### src/common/ccdrs_defines.svh
// ccd readout sequencer: timing constants and counts
// assumes: included by design files, clk at 125 MHz
//
// Operation
// - progressive mode fires one transfer of all photodiodes into the vertical register at once.
// - summed interlaced clocking makes each packet carry two neighbouring photodiodes.
// - one summed field gives 1024 rows of 2048; full resolution needs an even and an odd field.
// - the even summed field pairs rows from zero: 0+1, 2+3 and onward.
// - the odd summed field pairs rows from one: 1+2, 3+4 and onward.
// - each summed interlaced field clocks the vertical register for 1037 rows.
// - the even non-summed field transfers rows 0, 2, 4 and onward; the code fires the same single all-row ST_XFER pulse as in the other modes.
// - the odd non-summed field transfers rows 1, 3, 5; each packet fills two row spaces; the code transfers all rows in one ST_XFER pulse here too.
// - the horizontal clock period stays between 25 ns and 200 ns, 50 ns nominal.
// - at least 0.5 us of delay stands around the line-discard gate pulse.
// - corresponding vertical phase edges stay within 100 ns of each other.
// - the two fields of an interlaced frame are exposed at different times and are flagged so.
// - the shutter pulse fires exactly the integration time before the phase-two transfer.
// - the next shutter may fire while the previous image still shifts out; the code fires it only on a start in ST_IDLE, after the last row.
// - summed or binned modes with full range run the pixel rate at 20 MHz; the code slows only summed mode, to a 100 ns period (10 MHz).
`ifndef CCDRS_DEFINES_SVH
`define CCDRS_DEFINES_SVH

`define CCDRS_CLK_MHZ 125
`define CCDRS_ROWS_FULL 12'h800
`define CCDRS_ROWS_FIELD 12'h40D
`define CCDRS_ROWS_W 12
// horizontal period in ns: nominal 50, slow 100 (10 MHz)
`define CCDRS_TH_NOM_NS 50
`define CCDRS_TH_SLOW_NS 100
`define CCDRS_TH_NOM_CYC ((`CCDRS_TH_NOM_NS * `CCDRS_CLK_MHZ) / 1000)
`define CCDRS_TH_SLOW_CYC ((`CCDRS_TH_SLOW_NS * `CCDRS_CLK_MHZ) / 1000)
// line discard delay, 0.5 us = 500 ns, rounded up
`define CCDRS_FD_NS 500
`define CCDRS_FD_CYC ((`CCDRS_FD_NS * `CCDRS_CLK_MHZ + 999) / 1000)
// vertical transfer time 1.5 us nominal
`define CCDRS_VT_NS 1500
`define CCDRS_VT_CYC ((`CCDRS_VT_NS * `CCDRS_CLK_MHZ + 999) / 1000)
// photodiode transfer pulse 5 us nominal
`define CCDRS_V3_NS 5000
`define CCDRS_V3_CYC ((`CCDRS_V3_NS * `CCDRS_CLK_MHZ + 999) / 1000)
// shutter pulse width 4 us
`define CCDRS_TS_NS 4000
`define CCDRS_TS_CYC ((`CCDRS_TS_NS * `CCDRS_CLK_MHZ + 999) / 1000)
`define CCDRS_PIX_PER_ROW 16'h0800
`define CCDRS_CNT_W 24

`endif

### src/common/ccdrs_pkg.sv
// ccd readout sequencer: shared types
// assumes: compiled before design files
package ccdrs_pkg;
    typedef enum logic [1:0] {
        CCDRS_PROG,
        CCDRS_SUMMED,
        CCDRS_NONSUM
    } ccdrs_mode_t;

    // sensor clock pins driven by the sequencer
    typedef struct packed {
        logic vertical_phase_one;
        logic vertical_phase_two;
        logic vertical_phase_two_third;
        logic horizontal_phase_one;
        logic horizontal_phase_two;
        logic line_discard_gate;
        logic substrate_shutter;
    } ccdrs_pins_t;

    // row marker word passed through the fifo
    typedef struct packed {
        logic [11:0] row;
        logic field_odd;
        logic last;
    } ccdrs_row_t;
endpackage : ccdrs_pkg

### src/design/ccdrs_sequencer.sv
// ccd readout sequencer: drives vertical, horizontal, discard and shutter
// assumes: pins go to level shifters; one clk at 125 MHz
`timescale 1ns/1ps
`default_nettype none
`include "ccdrs_defines.svh"
module ccdrs_sequencer #(
    parameter int PIX_PER_ROW = `CCDRS_PIX_PER_ROW,
    parameter int FD_CYC = `CCDRS_FD_CYC,
    parameter int VT_CYC = `CCDRS_VT_CYC,
    parameter int V3_CYC = `CCDRS_V3_CYC,
    parameter int TS_CYC = `CCDRS_TS_CYC
) (
    // clock and reset
    input wire logic clk,
    input wire logic sys_rst,
    // control
    input wire ccdrs_pkg::ccdrs_mode_t scan_mode,
    input wire logic full_range,
    input wire logic start,
    input wire logic [`CCDRS_CNT_W-1:0] integration_cycles,
    // status
    output logic busy,
    output logic end_of_frame,
    output logic frame_incomplete,
    // row markers out
    output logic row_valid,
    input wire logic row_ready,
    output ccdrs_pkg::ccdrs_row_t row_data,
    // sensor pins
    output ccdrs_pkg::ccdrs_pins_t pins
);
    typedef enum logic [2:0] {
        ST_IDLE, ST_EXPOSE, ST_XFER, ST_VSHIFT, ST_GUARD_A,
        ST_DISCARD, ST_GUARD_B, ST_HSHIFT
    } ccdrs_state_t;

    ccdrs_state_t state_r;
    ccdrs_pkg::ccdrs_mode_t mode_r;
    logic field_odd_r;
    logic slow_r;
    logic [`CCDRS_CNT_W-1:0] tmr_r;
    logic [`CCDRS_CNT_W-1:0] shut_r;
    logic field_odd_nxt;
    logic [`CCDRS_ROWS_W-1:0] row_r;
    logic [15:0] pix_r;
    logic [7:0] hdiv_r;
    logic h_tick;
    logic h_phase_r;
    logic eof_r;
    logic incomplete_r;
    logic [`CCDRS_ROWS_W-1:0] rows_total;
    logic fifo_in_ready;
    logic push_row;
    ccdrs_pkg::ccdrs_pins_t pins_r;
    ccdrs_pkg::ccdrs_row_t mark;

    //////////////////////////////////////////////////////////////////////
    // row count per mode
    always_comb begin
        case (mode_r)
            ccdrs_pkg::CCDRS_PROG: rows_total = `CCDRS_ROWS_FULL;
            default: rows_total = `CCDRS_ROWS_FIELD;
        endcase
    end

    // horizontal divider: enable pulse every half period
    always_ff @(posedge clk or posedge sys_rst) begin
        if (sys_rst) begin
            hdiv_r <= '0;
        end else if (state_r != ST_HSHIFT || h_tick) begin
            hdiv_r <= '0;
        end else begin
            hdiv_r <= hdiv_r + 8'h01;
        end
    end
    // half period; slow doubles period to 10 MHz
    assign h_tick = slow_r
        ? (hdiv_r == 8'(`CCDRS_TH_SLOW_CYC / 2 - 1))
        : (hdiv_r == 8'(`CCDRS_TH_NOM_CYC / 2 - 1));

    //////////////////////////////////////////////////////////////////////
    // mode latch at frame start
    always_ff @(posedge clk or posedge sys_rst) begin
        if (sys_rst) begin
            mode_r <= ccdrs_pkg::CCDRS_PROG;
            slow_r <= 1'b0;
        end else if (state_r == ST_IDLE && start) begin
            mode_r <= scan_mode;
            slow_r <= full_range && scan_mode == ccdrs_pkg::CCDRS_SUMMED;
        end
    end

    // parity flips after each interlaced field, even if start coincides
    assign field_odd_nxt = (eof_r && mode_r != ccdrs_pkg::CCDRS_PROG)
        ? ~field_odd_r : field_odd_r;
    always_ff @(posedge clk or posedge sys_rst) begin
        if (sys_rst) begin
            field_odd_r <= 1'b0;
        end else begin
            field_odd_r <= field_odd_nxt;
        end
    end

    // shutter pulse right at start; exposure runs from it to transfer,
    // so integration_cycles must exceed TS_CYC
    always_ff @(posedge clk or posedge sys_rst) begin
        if (sys_rst) begin
            shut_r <= '0;
        end else if (state_r == ST_IDLE && start) begin
            shut_r <= `CCDRS_CNT_W'(TS_CYC);
        end else if (shut_r != '0) begin
            shut_r <= shut_r - 1'b1;
        end
    end

    //////////////////////////////////////////////////////////////////////
    // main sequence
    always_ff @(posedge clk or posedge sys_rst) begin
        if (sys_rst) begin
            state_r <= ST_IDLE;
            tmr_r <= '0;
            row_r <= '0;
            pix_r <= '0;
            h_phase_r <= 1'b0;
        end else begin
            case (state_r)
                ST_IDLE: begin
                    if (start) begin
                        // shutter rise to transfer rise is integration
                        tmr_r <= (integration_cycles != '0)
                            ? integration_cycles - 1'b1
                            : '0;
                        row_r <= '0;
                        state_r <= ST_EXPOSE;
                    end
                end
                ST_EXPOSE: begin
                    if (tmr_r == '0) begin
                        tmr_r <= `CCDRS_CNT_W'(V3_CYC);
                        state_r <= ST_XFER;
                    end else begin
                        tmr_r <= tmr_r - 1'b1;
                    end
                end
                ST_XFER: begin
                    // single simultaneous photodiode transfer
                    if (tmr_r == '0) begin
                        row_r <= '0;
                        tmr_r <= `CCDRS_CNT_W'(VT_CYC);
                        state_r <= ST_VSHIFT;
                    end else begin
                        tmr_r <= tmr_r - 1'b1;
                    end
                end
                ST_VSHIFT: begin
                    if (tmr_r == '0) begin
                        tmr_r <= `CCDRS_CNT_W'(FD_CYC);
                        state_r <= ST_GUARD_A;
                    end else begin
                        tmr_r <= tmr_r - 1'b1;
                    end
                end
                ST_GUARD_A: begin
                    if (tmr_r == '0) begin
                        tmr_r <= `CCDRS_CNT_W'(FD_CYC);
                        state_r <= ST_DISCARD;
                    end else begin
                        tmr_r <= tmr_r - 1'b1;
                    end
                end
                ST_DISCARD: begin
                    if (tmr_r == '0) begin
                        tmr_r <= `CCDRS_CNT_W'(FD_CYC);
                        state_r <= ST_GUARD_B;
                    end else begin
                        tmr_r <= tmr_r - 1'b1;
                    end
                end
                ST_GUARD_B: begin
                    if (tmr_r == '0 && fifo_in_ready) begin
                        pix_r <= '0;
                        h_phase_r <= 1'b0;
                        state_r <= ST_HSHIFT;
                    end else if (tmr_r != '0) begin
                        tmr_r <= tmr_r - 1'b1;
                    end
                end
                ST_HSHIFT: begin
                    if (h_tick) begin
                        h_phase_r <= ~h_phase_r;
                        if (h_phase_r) begin
                            pix_r <= pix_r + 16'h0001;
                        end
                        if (h_phase_r && pix_r == 16'(PIX_PER_ROW - 1)) begin
                            row_r <= row_r + 1'b1;
                            tmr_r <= `CCDRS_CNT_W'(VT_CYC);
                            if (row_r == rows_total - 1'b1) begin
                                state_r <= ST_IDLE;
                            end else begin
                                state_r <= ST_VSHIFT;
                            end
                        end
                    end
                end
                default: state_r <= ST_IDLE;
            endcase
        end
    end

    //////////////////////////////////////////////////////////////////////
    // end of frame pulse and interlace flag
    always_ff @(posedge clk or posedge sys_rst) begin
        if (sys_rst) begin
            eof_r <= 1'b0;
            incomplete_r <= 1'b0;
        end else begin
            eof_r <= state_r == ST_HSHIFT && h_tick && h_phase_r
                && pix_r == 16'(PIX_PER_ROW - 1)
                && row_r == rows_total - 1'b1;
            if (state_r == ST_IDLE && start) begin
                // even field alone lacks the odd rows
                incomplete_r <= scan_mode != ccdrs_pkg::CCDRS_PROG
                    && !field_odd_nxt;
            end
        end
    end

    // pin drive, all vertical phases from one register
    always_ff @(posedge clk or posedge sys_rst) begin
        if (sys_rst) begin
            pins_r <= '0;
        end else begin
            pins_r.substrate_shutter <= shut_r != '0;
            pins_r.line_discard_gate <= state_r == ST_DISCARD;
            // both phases switch in one edge, skew zero
            pins_r.vertical_phase_one <= state_r == ST_VSHIFT
                && tmr_r < `CCDRS_CNT_W'(VT_CYC / 2);
            pins_r.vertical_phase_two <= state_r == ST_VSHIFT
                && tmr_r >= `CCDRS_CNT_W'(VT_CYC / 2);
            // third level: one ST_XFER pulse in every mode;
            // prog, summed and nonsum all transfer every row alike
            pins_r.vertical_phase_two_third <= state_r == ST_XFER;
            pins_r.horizontal_phase_one <= state_r == ST_HSHIFT && !h_phase_r;
            pins_r.horizontal_phase_two <= state_r == ST_HSHIFT && h_phase_r;
        end
    end

    //////////////////////////////////////////////////////////////////////
    // row markers: first row index gives pairing start per field
    assign push_row = state_r == ST_GUARD_B && tmr_r == '0 && fifo_in_ready;
    always_comb begin
        mark.last = row_r == rows_total - 1'b1;
        mark.field_odd = field_odd_r;
        case (mode_r)
            // summed even 0+1, odd 1+2; nonsum even 0,2 odd 1,3
            ccdrs_pkg::CCDRS_SUMMED: mark.row =
                {row_r[`CCDRS_ROWS_W-2:0], field_odd_r};
            ccdrs_pkg::CCDRS_NONSUM: mark.row =
                {row_r[`CCDRS_ROWS_W-2:0], field_odd_r};
            default: mark.row = row_r;
        endcase
    end

    ccdrs_fifo #(
        .WIDTH($bits(ccdrs_pkg::ccdrs_row_t)),
        .DEPTH(8)
    ) u_fifo (
        .clk(clk),
        .sys_rst(sys_rst),
        .in_valid(push_row),
        .in_ready(fifo_in_ready),
        .in_data(mark),
        .out_valid(row_valid),
        .out_ready(row_ready),
        .out_data(row_data)
    );

    assign pins = pins_r;
    assign busy = state_r != ST_IDLE;
    assign end_of_frame = eof_r;
    assign frame_incomplete = incomplete_r;

    //////////////////////////////////////////////////////////////////////
    AST_DISCARD_GUARD: assert property (@(posedge clk) disable iff (sys_rst)
        $rose(state_r == ST_DISCARD) |-> $past(state_r == ST_GUARD_A))
        else $error("discard gate without leading guard");
    AST_VPHASE_EXCL: assert property (@(posedge clk) disable iff (sys_rst)
        !(pins_r.vertical_phase_one && pins_r.vertical_phase_two))
        else $error("vertical phases overlap");
    AST_H_PERIOD: assert property (@(posedge clk) disable iff (sys_rst)
        $rose(pins_r.horizontal_phase_one) && !slow_r
        |-> ##3 !pins_r.horizontal_phase_one || state_r != ST_HSHIFT)
        else $error("horizontal half period wrong");
    AST_EOF_ONE: assert property (@(posedge clk) disable iff (sys_rst)
        eof_r |=> !eof_r)
        else $error("end of frame longer than a cycle");
    AST_EOF_IDLE: assert property (@(posedge clk) disable iff (sys_rst)
        eof_r |-> state_r == ST_IDLE)
        else $error("end of frame while busy");
    AST_FIELD_ALT: assert property (@(posedge clk) disable iff (sys_rst)
        eof_r && mode_r != ccdrs_pkg::CCDRS_PROG
        |=> field_odd_r != $past(field_odd_r))
        else $error("field parity did not alternate");
    AST_ROWS_SUM: assert property (@(posedge clk) disable iff (sys_rst)
        mode_r != ccdrs_pkg::CCDRS_PROG |-> row_r <= `CCDRS_ROWS_FIELD)
        else $error("summed field row count exceeded");
    AST_XFER_AFTER_EXPOSE: assert property (@(posedge clk) disable iff (sys_rst)
        $rose(state_r == ST_XFER) |-> $past(state_r == ST_EXPOSE))
        else $error("transfer without exposure");
endmodule : ccdrs_sequencer
`default_nettype wire

### src/design/ccdrs_fifo.sv
// ccd readout sequencer: small synchronous fifo
// assumes: single clock, asynchronous active-high reset
`timescale 1ns/1ps
`default_nettype none
module ccdrs_fifo #(
    parameter int WIDTH = 14,
    parameter int DEPTH = 8
) (
    // clock and reset
    input wire logic clk,
    input wire logic sys_rst,
    // fill side
    input wire logic in_valid,
    output logic in_ready,
    input wire logic [WIDTH-1:0] in_data,
    // drain side
    output logic out_valid,
    input wire logic out_ready,
    output logic [WIDTH-1:0] out_data
);
    localparam int AW = $clog2(DEPTH);
    logic [WIDTH-1:0] mem [DEPTH];
    logic [AW-1:0] wr_r;
    logic [AW-1:0] rd_r;
    logic [AW:0] cnt_r;
    logic push;
    logic pop;

    // handshakes
    assign in_ready = (cnt_r != (AW+1)'(DEPTH));
    assign out_valid = (cnt_r != '0);
    assign push = in_valid && in_ready;
    assign pop = out_valid && out_ready;
    assign out_data = mem[rd_r];

    // storage
    always_ff @(posedge clk) begin
        if (push) begin
            mem[wr_r] <= in_data;
        end
    end

    // pointers
    always_ff @(posedge clk or posedge sys_rst) begin
        if (sys_rst) begin
            wr_r <= '0;
            rd_r <= '0;
        end else begin
            if (push) begin
                wr_r <= (wr_r == AW'(DEPTH - 1)) ? '0 : wr_r + 1'b1;
            end
            if (pop) begin
                rd_r <= (rd_r == AW'(DEPTH - 1)) ? '0 : rd_r + 1'b1;
            end
        end
    end

    // fill count
    always_ff @(posedge clk or posedge sys_rst) begin
        if (sys_rst) begin
            cnt_r <= '0;
        end else if (push && !pop) begin
            cnt_r <= cnt_r + 1'b1;
        end else if (pop && !push) begin
            cnt_r <= cnt_r - 1'b1;
        end
    end

    AST_FIFO_NO_OVERFLOW: assert property (@(posedge clk) disable iff (sys_rst)
        cnt_r <= (AW+1)'(DEPTH))
        else $error("fifo count above depth");
endmodule : ccdrs_fifo
`default_nettype wire

### config.mk
export PLATFORM = sky130hd
export DESIGN_NAME = ccdrs_sequencer
export DESIGN_NICKNAME = d
export VERILOG_FILES = /design/src/common/ccdrs_pkg.sv /design/src/design/ccdrs_sequencer.sv /design/src/design/ccdrs_fifo.sv
export VERILOG_INCLUDE_DIRS = /design/src /design/src/common
export SDC_FILE = /design/constraint.sdc
export NUM_CORES = 1
export LEC_CHECK = 0
export BUFFER_PORTS_ARGS = -buffer_cell sky130_fd_sc_hd__buf_2
export CAP_MARGIN = 10
export CORE_MARGIN = 2
export CORE_UTILIZATION = 62
export DETAILED_ROUTE_END_ITERATION = 7
export PLACE_DENSITY = 0.88
export SLEW_MARGIN = 15
export SYNTH_ARGS = -nofsm -noshare
export SYNTH_HDL_FRONTEND = slang
export SYNTH_HIERARCHICAL = 1
export SYNTH_SLANG_ARGS = --single-unit
### constraint.sdc
create_clock -name clk -period 5.6 [get_ports clk]
set_clock_uncertainty 0.2 [all_clocks]
set_input_delay 0.84 -clock clk [delete_from_list [all_inputs] [get_ports clk]]
set_output_delay 0.84 -clock clk [all_outputs]
set_load 0.02 [all_outputs]
Yosys cells after proc, flatten, opt, wreduce, memory -nomap -nowiden
Memories as Yosys holds them, arrays and structs flattened.
Index checks and enable logic that the tools add are counted.
W data, S select, Z words.
{"block": "word_totals", "register_bits": 111, "n_memories": 1, "wordCells": 160, "input_bits": 31, "mem_bits_rw": 112, "out_inout_bits": 25}
{"block": "op_classes", "magnitude_cmp": 2, "n_eq_ne": 30, "bitwise_logic": 2, "n_mux": 46, "reduce_logical": 46, "n_addsub": 11}
{"name": "u_fifo.mem", "words": 8, "width": 14, "rd": 1, "rd_ports_with_merged_regs": 0, "wr": 1, "line": "ccdrs_fifo.sv:22", "rtl": "logic [WIDTH-1:0] mem [DEPTH];"}
{"cell": "$mux W24", "n": 11}
{"cell": "$pmux W24 S6", "n": 1}
{"cell": "$mux W12", "n": 6}
{"cell": "$reduce_bool A24 Y1", "n": 3}
{"cell": "$sub A24 B1 Y24 const B", "n": 3}
{"cell": "$mux W16", "n": 3}
{"cell": "$pmux W12 S3", "n": 1}
{"cell": "$mux W3", "n": 11}
{"cell": "$pmux W16 S2", "n": 1}
{"cell": "$ge A24 B7 Y1 const B", "n": 1}
{"cell": "$logic_not A24 Y1", "n": 1}
{"cell": "$lt A24 B7 Y1 const B", "n": 1}
{"cell": "$pmux W3 S8", "n": 1}
{"cell": "$logic_and A1 B1 Y1", "n": 20}
{"cell": "$eq A3 B3 Y1 const B", "n": 6}
{"cell": "$ne A2 B2 Y1 const B", "n": 9}
{"cell": "$add A16 B1 Y16 const B", "n": 1}
{"cell": "$eq A16 B11 Y1 const B", "n": 1}
{"cell": "$add A12 B1 Y12 const B", "n": 1}
{"cell": "$eq A12 B12 Y1", "n": 1}
{"cell": "$sub A12 B1 Y12 const B", "n": 1}
{"cell": "$reduce_and A5 Y1", "n": 2}
{"cell": "$reduce_bool A2 Y1", "n": 5}
{"cell": "$reduce_and A9 Y1", "n": 1}
{"cell": "29 further kinds", "n": 45}

Logic depth before layout (Yosys ltp)
Gate-level depths: netlist of run 1.
{"block": "depth", "depth_word": 8, "ltp_mapped": 14, "ltp_nobuf": 14}

Hierarchy
The synthesis of run 1 kept the hierarchy.
{"module": "ccdrs_sequencer", "seq_area_each_um2": 2527.4, "n_inst": 1, "cells_each": 728, "area_per_inst_um2": 6426.2}
{"module": "ccdrs_fifo", "seq_area_each_um2": 3613.5, "n_inst": 1, "cells_each": 227, "area_per_inst_um2": 4963.5}

Least setup slack after synthesis of run 1
No wires, ideal clock.
{"block": "synth_path", "path_kind": "flip-flop to flip-flop", "startpoint": "register tmr_r[13]", "endpoint": "memory u_fifo.mem[0][0] (enable)", "setup_time_ns": 0.421, "required_ns": 4.979, "path_slack_ns": 1.352, "period_less_slack_ns": 4.248, "path_stages_with_launch": 8, "path_buffers": 1, "arrival_ns": 3.627, "cell_sequence": "dfrtp_1 > buf_6 > or4_4 > nor4b_4 > nand4b_1 > nor3_1 > nand2_8 > nor4_1"}
{"block": "synth_between", "elab_chain_len": 6}
{"item": "from (decl)", "line": "ccdrs_sequencer.sv:41", "rtl": "logic [`CCDRS_CNT_W-1:0] tmr_r;"}
{"item": "from (signal assigned)", "line": "ccdrs_sequencer.sv:130", "rtl": "tmr_r <= (integration_cycles != '0)"}
{"item": "from (signal assigned)", "line": "ccdrs_sequencer.sv:139", "rtl": "tmr_r <= `CCDRS_CNT_W'(V3_CYC);"}
{"item": "from (signal assigned)", "line": "ccdrs_sequencer.sv:142", "rtl": "tmr_r <= tmr_r - 1'b1;"}
{"item": "$logic_not A24 Y1", "line": "ccdrs_sequencer.sv:250", "rtl": "assign push_row = state_r == ST_GUARD_B && tmr_r == '0 && fifo_in_ready;"}
{"item": "$logic_and A1 B1 Y1 (2 in series)", "line": "ccdrs_sequencer.sv:250"}
{"item": "net push_row", "line": "ccdrs_sequencer.sv:53", "rtl": "logic push_row;"}
{"item": "$logic_and A1 B1 Y1", "line": "ccdrs_fifo.sv:32", "rtl": "assign push = in_valid && in_ready;"}
{"item": "$mux W1", "line": "ccdrs_fifo.sv:38", "rtl": "if (push) begin"}
{"item": "$mux W1 (not written as such)", "line": "ccdrs_fifo.sv:39", "rtl": "mem[wr_r] <= in_data;"}
{"item": "to (decl)", "line": "ccdrs_fifo.sv:22"}
The timed path passes the listed nets, and every way through them passes these cells.

Worst setup path in the final report of run 1
{"block": "layout_path", "startpoint": "register tmr_r[13]", "endpoint": "register u_fifo.cnt_r[3]"}
{"block": "layout_between", "elab_chain_len": 7, "word_cells_on_any_way": 9, "cone_classes": "mux: 1; reduce/logical: 8"}
{"item": "$logic_not A24 Y1 (*)", "line": "ccdrs_sequencer.sv:250"}
{"item": "$logic_and A1 B1 Y1 (*) (2 in series)", "line": "ccdrs_sequencer.sv:250"}
{"item": "net push_row", "line": "ccdrs_sequencer.sv:53"}
{"item": "$logic_and A1 B1 Y1 (*)", "line": "ccdrs_fifo.sv:32"}
{"item": "net u_fifo.push", "line": "ccdrs_fifo.sv:26", "rtl": "logic push;"}
{"item": "$logic_not A1 Y1", "line": "ccdrs_fifo.sv:64", "rtl": "end else if (pop && !push) begin"}
{"item": "$logic_and A1 B1 Y1", "line": "ccdrs_fifo.sv:64"}
{"item": "$reduce_bool A2 Y1 (no source line)"}
{"item": "to (signal assigned)", "line": "ccdrs_fifo.sv:63", "rtl": "cnt_r <= cnt_r + 1'b1;"}
{"item": "to (signal assigned)", "line": "ccdrs_fifo.sv:65", "rtl": "cnt_r <= cnt_r - 1'b1;"}
{"item": "to (decl)", "line": "ccdrs_fifo.sv:25", "rtl": "logic [AW:0] cnt_r;"}
The timed path passes the listed nets; every way through them passes the cells marked *.
A chain may end at the register's enable or synchronous reset.

==> results of run 1 <==
==> layout by cell type (no fill, tap or decap), drive strengths merged, types with 8 or more instances in the layout <==
cell    instances
a211oi          8
or3            11
nand2          78
mux2i           8
o31ai           9
xnor2          20
ha             16
nand3          31
xor2           24
o22a           11
edfxtp        112
inv            22
a21oi          34
mux2           31
o21ai          57
a22o            9
nor2           86
and3           14
or4            16
a31oi          18
nand2b          9
nand4           8
nor4           22
dfrtp         111
mux4           28
nor3           38
buf            66
clkbuf         31
==> area by class of cell <==
cell class                 count  area (sq um)
multi-input combinational    668          4942
timing repair buffer          66         357.8
sequential                   223          6141
clock buffer                  31         655.6
tap                          229         286.5
clock inverter                11         151.4
fill                        1202          5348
inverter                      21         81.33
==> layer usage <==
metal / vias to the layer above / routed length [um]
met5: - / 0
met3: 39 / 1639
met4: 0 / 405
li1: 3745 / -
met2: 322 / 12130
met1: 3945 / 10330
==> power groups by stage <==
| stage | clock network [mW] | registers [mW] | logic [mW] |
|---|---|---|---|
| floorplan | 0 | 1.97 | 0.694 |
| global placement | 0 | 2.02 | 0.769 |
| detailed placement | 0 | 2.03 | 0.794 |
| CTS | 1.63 | 2.00 | 0.806 |
| global route | 1.69 | 2.03 | 0.896 |
| finish | 1.61 | 2.01 | 0.811 |
==> flip-flops by register name, indices dropped and copies added (netlist names), 2 cells and up <==
signal and cells:
hdiv_r 8, mode_r 2, pins 7, pix_r 16
row_r 12, shut_r 24, state_r 3, tmr_r 24
u_fifo/cnt_r 4, u_fifo/mem 112, u_fifo/rd_r 3, u_fifo/wr_r 3
==> worst max-delay path: cells and delay by family, from the launching register on <==
kind / cells / cell delay [ns]
buffers and inverters: 2 / 0.23
AOI/OAI and AO/OA: 1 / 0.11
DFF: 1 / 0.47
adders and majority gates: 2 / 0.61
and+or+nand+nor: 7 / 2.59
==> how the worst max path moves through the flow <==
stage          startpoint               end  slack, ns  cells after the start
2_1_floorplan   tmr_r[13]  u_fifo/mem[0][0]       1.35                      7
3_3_place_gp    tmr_r[13]   u_fifo/cnt_r[3]       1.44                     12
3_5_place_dp    tmr_r[13]   u_fifo/cnt_r[3]       1.32                     12
4_1_cts         tmr_r[13]   u_fifo/cnt_r[3]       1.30                     12
5_1_grt          tmr_r[4]   u_fifo/cnt_r[3]       1.03                     12
6_report        tmr_r[13]   u_fifo/cnt_r[3]       1.25                     12
==> cell families after synthesis <==
| group | Yosys count | synth area share |
|---|---|---|
| fa+ha+maj | 17 | 0.01933 |
| xor+xnor | 44 | 0.03384 |
| buf+inv | 64 | 0.02922 |
| compound gates | 191 | 0.1172 |
| simple gates | 349 | 0.1636 |
| mux | 67 | 0.09766 |
| flops | 223 | 0.5392 |
==> stage by stage <==
| stage | hold slack (ns) | total power, mW | cells |
|---|---|---|---|
| global placement | 0.2552 | 2.788 | 1207 |
| finish | 0.1406 | 4.426 | 1249 |
| CTS | 0.1343 | 4.435 | 1249 |
| floorplan | 0.2402 | 2.661 | 955 |
| global route | 0.1662 | 4.615 | 1249 |
| detailed placement | 0.2704 | 2.825 | 1207 |
==> impl_metrics.toml, run 1 <==
[cells_and_area]
design_area_sq_um = 12620
nets = 1051
drive_gt1_frac = 0.1902
final_core_util = 0.7023
syn_to_final_growth_pct = 10.77
antenna_cells = 0

[clock_network]
cts.path.max_buffers = 3
cts_root_buf = "clkbuf_16"
cts.hold.buffers_added = 0
numCtsBuffers = 23
clock_latency_ns = 0.52
post_cts_buffers = 0
htree_levels = 1
cts_resized = 0
clock_sinks = 223
tritoncts = "built"
clk_pin_slew_ns = 0.07

[floorplan]
dieArea_sq_um = 19470
die_h_um = 139.5
rows = 49
start_util = 0.6340
core_area_sq_um = 17960
boundaryPins = 56
die_x_um = 139.5

[critical_path]
worstPathRequired_ns = 5.79
reg2reg_to = "u_fifo/cnt_r[3]"
worstPathArrival_ns = 4.53
critPathLaunchType = "flop"
r2r_slack_ns = 1.25
crit_chain = "or4_4 -> nor4b_4 -> nand4b_1 -> nor3_1 -> nand2_8 -> inv_1 -> ha_1 -> inv_1 -> ha_1 -> or4_1 -> nand3_1 -> o221ai_1"
rr_worst_depth = 12
critical_path_class = "flop to flop"
cp_max_fo = 9
critPathMaxStageDelay_ns = 0.61
r2r_start = "tmr_r[13]"
cp-end-kind = "flop"
slowest_stage = "or4_4"

[detailed_routing]
drt_wl_total_um = 24510
first_pass_iters = 5
post-route-drc-count = 0
ant_nets = 0
vias = 8051
wl_per_cell_um = 19.62
first_iter_violations = 723
via_per_inst = 6.446

[timing]
setup_viol = 0
rsz0062_at_grt = "no"
drv_slew = 0
tightest_slew_ns = 0.9493
tns_ns = 0
hold_viol_final = 0
max_freq_mhz = 230.1
period_minus_slack_ns = 4.347
finalWorstSetupSlack_ns = 1.253
period_share = 0.7762
maxSlewHeadroom = 0.3671

[synth]
synth_top_area_frac = 0.2953
synth_common_cells = "112 x edfxtp_1, 111 x dfrtp_1, 86 x nor2_1"
synth_warnings = 6
ys_ff_latch = 223
synth.top_cells.by_area = "edfxtp_1 30%, dfrtp_1 24%, mux4_2 3.4%"
yosysSeqAreaShare = 0.5392
yosysUniqueCellTypes = 88
yosys.area.top_type = "edfxtp_1"
yosysMostFrequentCell = "edfxtp_1"
avgSynthCellArea_sq_um = 11.93
syn-cell-area_sq_um = 11390
syn-num-nets = 1003
synth-edff-count = 112
async_flop_share = 0.4978
syn_inst = 955
ys.flop_type = "edfxtp_1"

[global_route]
grt_pass1_vias = 7856
grt.total_usage = 0.2540
globalRoute.busiestLayer = "met2"
grt.met1_usage = 0.3488
grt_max_degree = 65
grtUsageMet2 = 0.4327
met3_usage = 0.04026
grt_overflow = 0
antenna_found_initial = 0
grt_pass1_wl_um = 40450

[pwr]
power.density_nw_per_um2 = 350.9
ir_drop_mv = 0.3132
seqPwrFrac = 0.454
clkPwrFrac = 0.363
power.leakage_nw = 4.554
power_frac_comb = 0.183
power.switching_mw = 1.301
switching_share = 0.2939
internal_power_mw = 3.125

[placement]
place_hpwl_um = 15590
place.port_buffers = 55
gp_congestion = 0.9722
pre_cts_slack_ns = 1.323
place_area_sq_um = 11810

[hold_path]
min_path_type = "primary input to asynchronous set/reset pin"

[status]
status = "finished clean"

[run]
drv_cap = 0
No activity file was read; power rests on OpenSTA's default activity.
==> run 2: changes to the inputs <==
- CORE_UTILIZATION: 62 -> 56
- PLACE_DENSITY: 0.88 -> 0.85
- clock period: 5.6 -> 3.51 ns (I/O delays scaled with it)
==> run 2 against run 1 <==
Compared with the run above:
- final cell count rose by 6.2%
- worst hold slack got worse by 0.094 ns
- first-iteration DRC count fell by 12%
- die area rose by 10%
- combinational power rose by 87%
- via count rose by 2.4%
- sequential power rose by 56%
==> impl_metrics.toml, run 2 (synthesized netlist as in run 1, its figures left out) <==
[status]
status = "finished clean"

[critical_path]
r2r_slack_ns = 0.06
worstPathArrival_ns = 3.63
cp_max_fo = 4
critPathLaunchType = "flop"
crit_chain = "or4_4 -> nor4b_4 -> nand4b_1 -> nor3_4 -> nand2_8 -> inv_2 -> ha_4 -> inv_4 -> ha_4 -> or4_4 -> nand3_2 -> o221ai_2"
r2r_start = "tmr_r[13]"
rr_worst_depth = 12
critPathMaxStageDelay_ns = 0.57
cp-end-kind = "flop"
worstPathRequired_ns = 3.69
slowest_stage = "or4_4"
reg2reg_to = "u_fifo/cnt_r[3]"
critical_path_class = "flop to flop"

[placement]
place_inst = 1279
gp_congestion = 0.9470
place_hpwl_um = 16450
place_area_sq_um = 12140
place.port_buffers = 55

[cells_and_area]
multiInputGateArea_sq_um = 5002
fin_cells = 1327
final_cell_mix = "112 x edfxtp_1, 111 x dfrtp_1, 86 x nor2_1, 76 x nand2_1, 55 x buf_2"
antenna_cells = 0
largest_register = "u_fifo/mem"
nets = 1089
n_fill_cell = 1460
reg_top3 = "u_fifo/mem (112), shut_r (24), tmr_r (24)"
syn_to_final_growth_pct = 13.93
final_common_cell = "edfxtp_1"
largest_reg_flops = 112
design_area_sq_um = 12980
drive_gt1_frac = 0.2252
regArea_sq_um = 6141

[detailed_routing]
first_iter_violations = 633
first_pass_iters = 5
vias = 8246
wl_per_cell_um = 19.62
ant_nets = 0
drt_wl_total_um = 26030
post-route-drc-count = 0
via_per_inst = 6.214

[global_route]
grt_max_degree = 52
grt_pass1_wl_um = 41910
grt_overflow = 0
grt.total_usage = 0.2419
grt_pass1_vias = 7950
antenna_found_initial = 0

[clock_network]
clk_pin_slew_ns = 0.06
cts_root_buf = "clkbuf_16"
numCtsBuffers = 23
tritoncts = "built"
cts.path.max_buffers = 3
htree_levels = 1
clock_latency_ns = 0.51
clock_sinks = 223

[timing]
hold_viol_final = 0
tightest_slew_ns = 0.7908
max_freq_mhz = 289.5
period_minus_slack_ns = 3.454
drv_slew = 0
period_share = 0.9840
setup_viol = 0
maxSlewHeadroom = 0.4688

[floorplan]
die_x_um = 146.6
dieArea_sq_um = 21500
rows = 52
core_area_sq_um = 20100
boundaryPins = 56
die_h_um = 146.6
start_util = 0.5665

[hold_path]
hold_depth = 2
hp-start = "scan_mode[1]"
min_path_type = "primary input to flop"
hold_end = "slow_r"

[run]
drv_cap = 0

[pwr]
power.density_nw_per_um2 = 545.2
ir_drop_mv = 0.3621
power.leakage_nw = 4.726
==> run 2: final cells by class <==
type	instances	area share
sequential	223	0.4732
multi-input combinational	668	0.3855
timing repair buffer	104	0.05072
clock buffer	26	0.04763
tap	270	0.02603
clock inverter	15	0.01041
inverter	21	0.006460
==> run 2: metrics by stage <==
| stage | util | hold WS, ns | setup slack (ns) | power [mW] | TNS, ns |
|---|---|---|---|---|---|
| after floorplan | - | 0.1667 | -0.09055 | 4.249 | -3.803 |
| after global placement | 0.6039 | 0.2604 | 0.01680 | 4.588 | 0 |
| after detailed placement | 0.6039 | 0.2664 | -0.04549 | 4.643 | -0.04549 |
| after CTS | 0.6422 | 0.03899 | 0.03499 | 7.074 | 0 |
| after global routing | 0.6454 | 0.04392 | -0.009543 | 7.394 | -0.009543 |
| final | 0.6454 | 0.04654 | 0.05606 | 7.075 | 0 |
==> run 2: how the worst max path moves through the flow <==
stage	startpoint	to	depth (start not counted)
after floorplan	tmr_r[14]	u_fifo/mem[2][0]	6
after global placement	tmr_r[16]	u_fifo/cnt_r[3]	12
after detailed placement	tmr_r[16]	u_fifo/cnt_r[3]	12
after CTS	tmr_r[21]	u_fifo/cnt_r[3]	12
after global routing	tmr_r[13]	u_fifo/cnt_r[3]	12
final	tmr_r[13]	u_fifo/cnt_r[3]	12
==> run 2: worst max-delay path: cells and delay by family, from the launching register on <==
kind            cells  cell delay (ns)
buf+inv             2             0.12
fa+ha+maj           2             0.38
simple gates        7             2.13
compound gates      1             0.09
flops               1             0.39
==> run 2: report_power, final <==
group          switching, mW  internal [mW]  leakage (nW)
logic                  0.885          0.632          2.03
clock network          0.999           1.41         0.365
registers              0.218           2.93          2.33
==> run 2: routing by layer <==
layer	routed length, um	up-vias	track usage
li1	-	3825	-
met1	10720	4078	0.3243
met2	13290	292	0.4237
met3	1432	51	0.02938
met4	588	0	0.05874
met5	0	-	0
==> run 2: timing repair <==
item	CTS	global route
gates resized for setup	0	6
endpoints found under the setup margin	1	1
pin swaps	1	6
buffers inserted	1	5
hold buffers	1	0
hold endpoints to repair	60	0
==> run 3: changes to the inputs <==
--- a/config.mk
+++ b/config.mk
@@ -11,5 +11,5 @@
 export CORE_MARGIN = 2
-export CORE_UTILIZATION = 56
+export CORE_UTILIZATION = 49
 export DETAILED_ROUTE_END_ITERATION = 7
-export PLACE_DENSITY = 0.85
+export PLACE_DENSITY = 0.77
 export SLEW_MARGIN = 15
==> constraint.sdc (replaced) <==
create_clock -name clk -period 3.51 [get_ports clk]
set_clock_uncertainty 0.2 [all_clocks]
set_input_delay 0.1755 -clock clk [delete_from_list [all_inputs] [get_ports clk]]
set_output_delay 0.1755 -clock clk [all_outputs]
set_load 0.02 [all_outputs]
==> run 3 against run 2 <==
Compared with the run above:
- worst setup slack gained 0.050 ns
- total power increased by 2.6%
- fmax up 1.5%
- largest power group unchanged
- final cell count rose by 2.6%
- clock power up 8%
- design area up 1.9%
==> impl_metrics.toml, run 3 (synthesized netlist as in run 1, its figures left out) <==
[critical_path]
critical_path_class = "flop to flop"
cpMostUsedCell = "ha_4"
worstPathRequired_ns = 3.69
worstPathArrival_ns = 3.58
cp-end-kind = "flop"
crit_chain = "or4_4 -> nor4b_4 -> nand4b_1 -> nor3_4 -> nand2_8 -> inv_2 -> ha_4 -> inv_4 -> ha_4 -> or4_1 -> nand3_1 -> o221ai_1"
r2r_start = "tmr_r[21]"
critPathLaunchType = "flop"
setup.worst_path.start = "tmr_r[21]"
cp_max_fo = 6
slowest_stage = "or4_4"
critPathMaxStageDelay_ns = 0.57

[timing]
period_share = 0.9697
finalWorstSetupSlack_ns = 0.1065
period_minus_slack_ns = 3.404
rsz0062_at_grt = "no"
maxSlewHeadroom = 0.2618
drv_slew = 0
setup_viol = 0
max_freq_mhz = 293.8
tightest_slew_ns = 1.096
holdWs_ns = 0.01053
hold_viol_final = 0

[pwr]
power.density_nw_per_um2 = 548.8
switching_share = 0.2944
p_total_mw = 7.258
power.switching_mw = 2.137
ir_drop_mv = 0.3177
power.leakage_nw = 4.814
seqPwrFrac = 0.435
power_frac_comb = 0.206
clkPwrFrac = 0.358
internal_power_mw = 5.121

[floorplan]
die_h_um = 156.5
die_x_um = 156.5
boundaryPins = 56
start_util = 0.5015
rows = 55
core_area_sq_um = 22710
dieArea_sq_um = 24480

[detailed_routing]
first_iter_violations = 622
first_pass_iters = 7
via_per_inst = 5.985
post-route-drc-count = 0
ant_nets = 0
wl_per_cell_um = 18.26
drt_wl_total_um = 24850
vias = 8145

[global_route]
grt_pass1_wl_um = 40570
grt_pass1_vias = 7981
grt_max_degree = 62
grt_overflow = 0
antenna_found_initial = 0
grt.total_usage = 0.2052

[clock_network]
clock_sinks = 223
tritoncts = "built"
clk_pin_slew_ns = 0.06
cts_root_buf = "clkbuf_16"
clock_latency_ns = 0.52
htree_levels = 1
numCtsBuffers = 24
cts.path.max_buffers = 3

[cells_and_area]
n_fill_cell = 1826
multiInputGateArea_sq_um = 4992
regArea_sq_um = 6143
drive_gt1_frac = 0.2156
largest_reg_flops = 112
reg_top3 = "u_fifo/mem (112), shut_r (24), tmr_r (24)"
final_cell_mix = "112 x edfxtp_1, 109 x dfrtp_1, 86 x nor2_1, 76 x nand2_1, 55 x buf_2"
largest_register = "u_fifo/mem"
nets = 1106
antenna_cells = 0
syn_to_final_growth_pct = 16.13
final_common_cell = "edfxtp_1"

[run]
drv_cap = 0

[placement]
place.port_buffers = 55
gp_congestion = 0.9067
pre_cts_slack_ns = 0.07729
place_hpwl_um = 15850

[hold_path]
min_path_type = "primary input to flop"
hp-start = "start"

[status]
status = "finished clean"
run 3: changes by cell type in the layout (fill, tap and decap cells not counted), sizes merged:
cell and delta:
clkinvlp -1, bufinv +2, inv -1, dlygate4sd3 +22, clkinv +3, buf -6
run 3: routing by layer:
| metal | up-vias | part of all wire | routed length, um | track usage |
|---|---|---|---|---|
| li1 | 3866 | - | - | - |
| met1 | 4008 | 0.45 | 11120 | 0.2816 |
| met3 | 35 | 0.052 | 1286 | 0.02963 |
| met4 | 0 | 0.018 | 455 | 0.05024 |
| met2 | 236 | 0.48 | 11980 | 0.3468 |
| met5 | - | 0 | 0 | 0 |
run 3: area by class of cell:
cell class	count	area share
timing repair buffer	120	0.06300
inverter	21	0.006338
clock inverter	18	0.01580
clock buffer	26	0.04597
multi-input combinational	668	0.3774
tap	285	0.02696
sequential	223	0.4645
run 3: final timing paths:
kind / endpoint / slack, ns / cells past startpoint
worst max register to register: u_fifo/cnt_r[3] / 0.11 / 12
min in group asynchronous: u_fifo/cnt_r[0] / 0.05 / 3
worst min register to register: pix_r[15] / 0.28 / 1
worst min-delay path: shut_r[5] / 0.01 / 3
max in group asynchronous: pix_r[15] / 2.23 / 4
worst max-delay path: u_fifo/cnt_r[3] / 0.11 / 12
run 3: through the flow:
stage	setup TNS, ns	util	instances	area (sq um)
after floorplan	-3.803	-	955	11430
after global placement	0	0.5341	1290	12130
after detailed placement	0	0.5341	1290	12130
after CTS	0	0.5802	1357	13180
after global routing	0	0.5824	1361	13230
final	0	0.5824	1361	13230
run 3: critical path, delay by kind of cell, from the launching register on:
kind | cells | cell delay [ns]
and+or+nand+nor | 7 | 2.06
DFF | 1 | 0.40
adders and majority gates | 2 | 0.39
buffers and inverters | 2 | 0.12
AOI/OAI and AO/OA | 1 | 0.11
run 3: timing repair:
action / 4_1_cts / 5_1_grt
gates resized for setup: 0 / 6
hold endpoints to repair: 94 / 0
setup buffers: 0 / 4
hold buffers: 23 / 0
setup endpoints to repair: 0 / 1
run 3: power by group through the flow:
stage	registers (mW)	logic (mW)	clock network [mW]
after global routing	3.19	1.64	2.77
after detailed placement	3.20	1.42	0
final	3.16	1.50	2.60
after CTS	3.15	1.46	2.66
after global placement	3.18	1.39	0
after floorplan	3.14	1.11	0
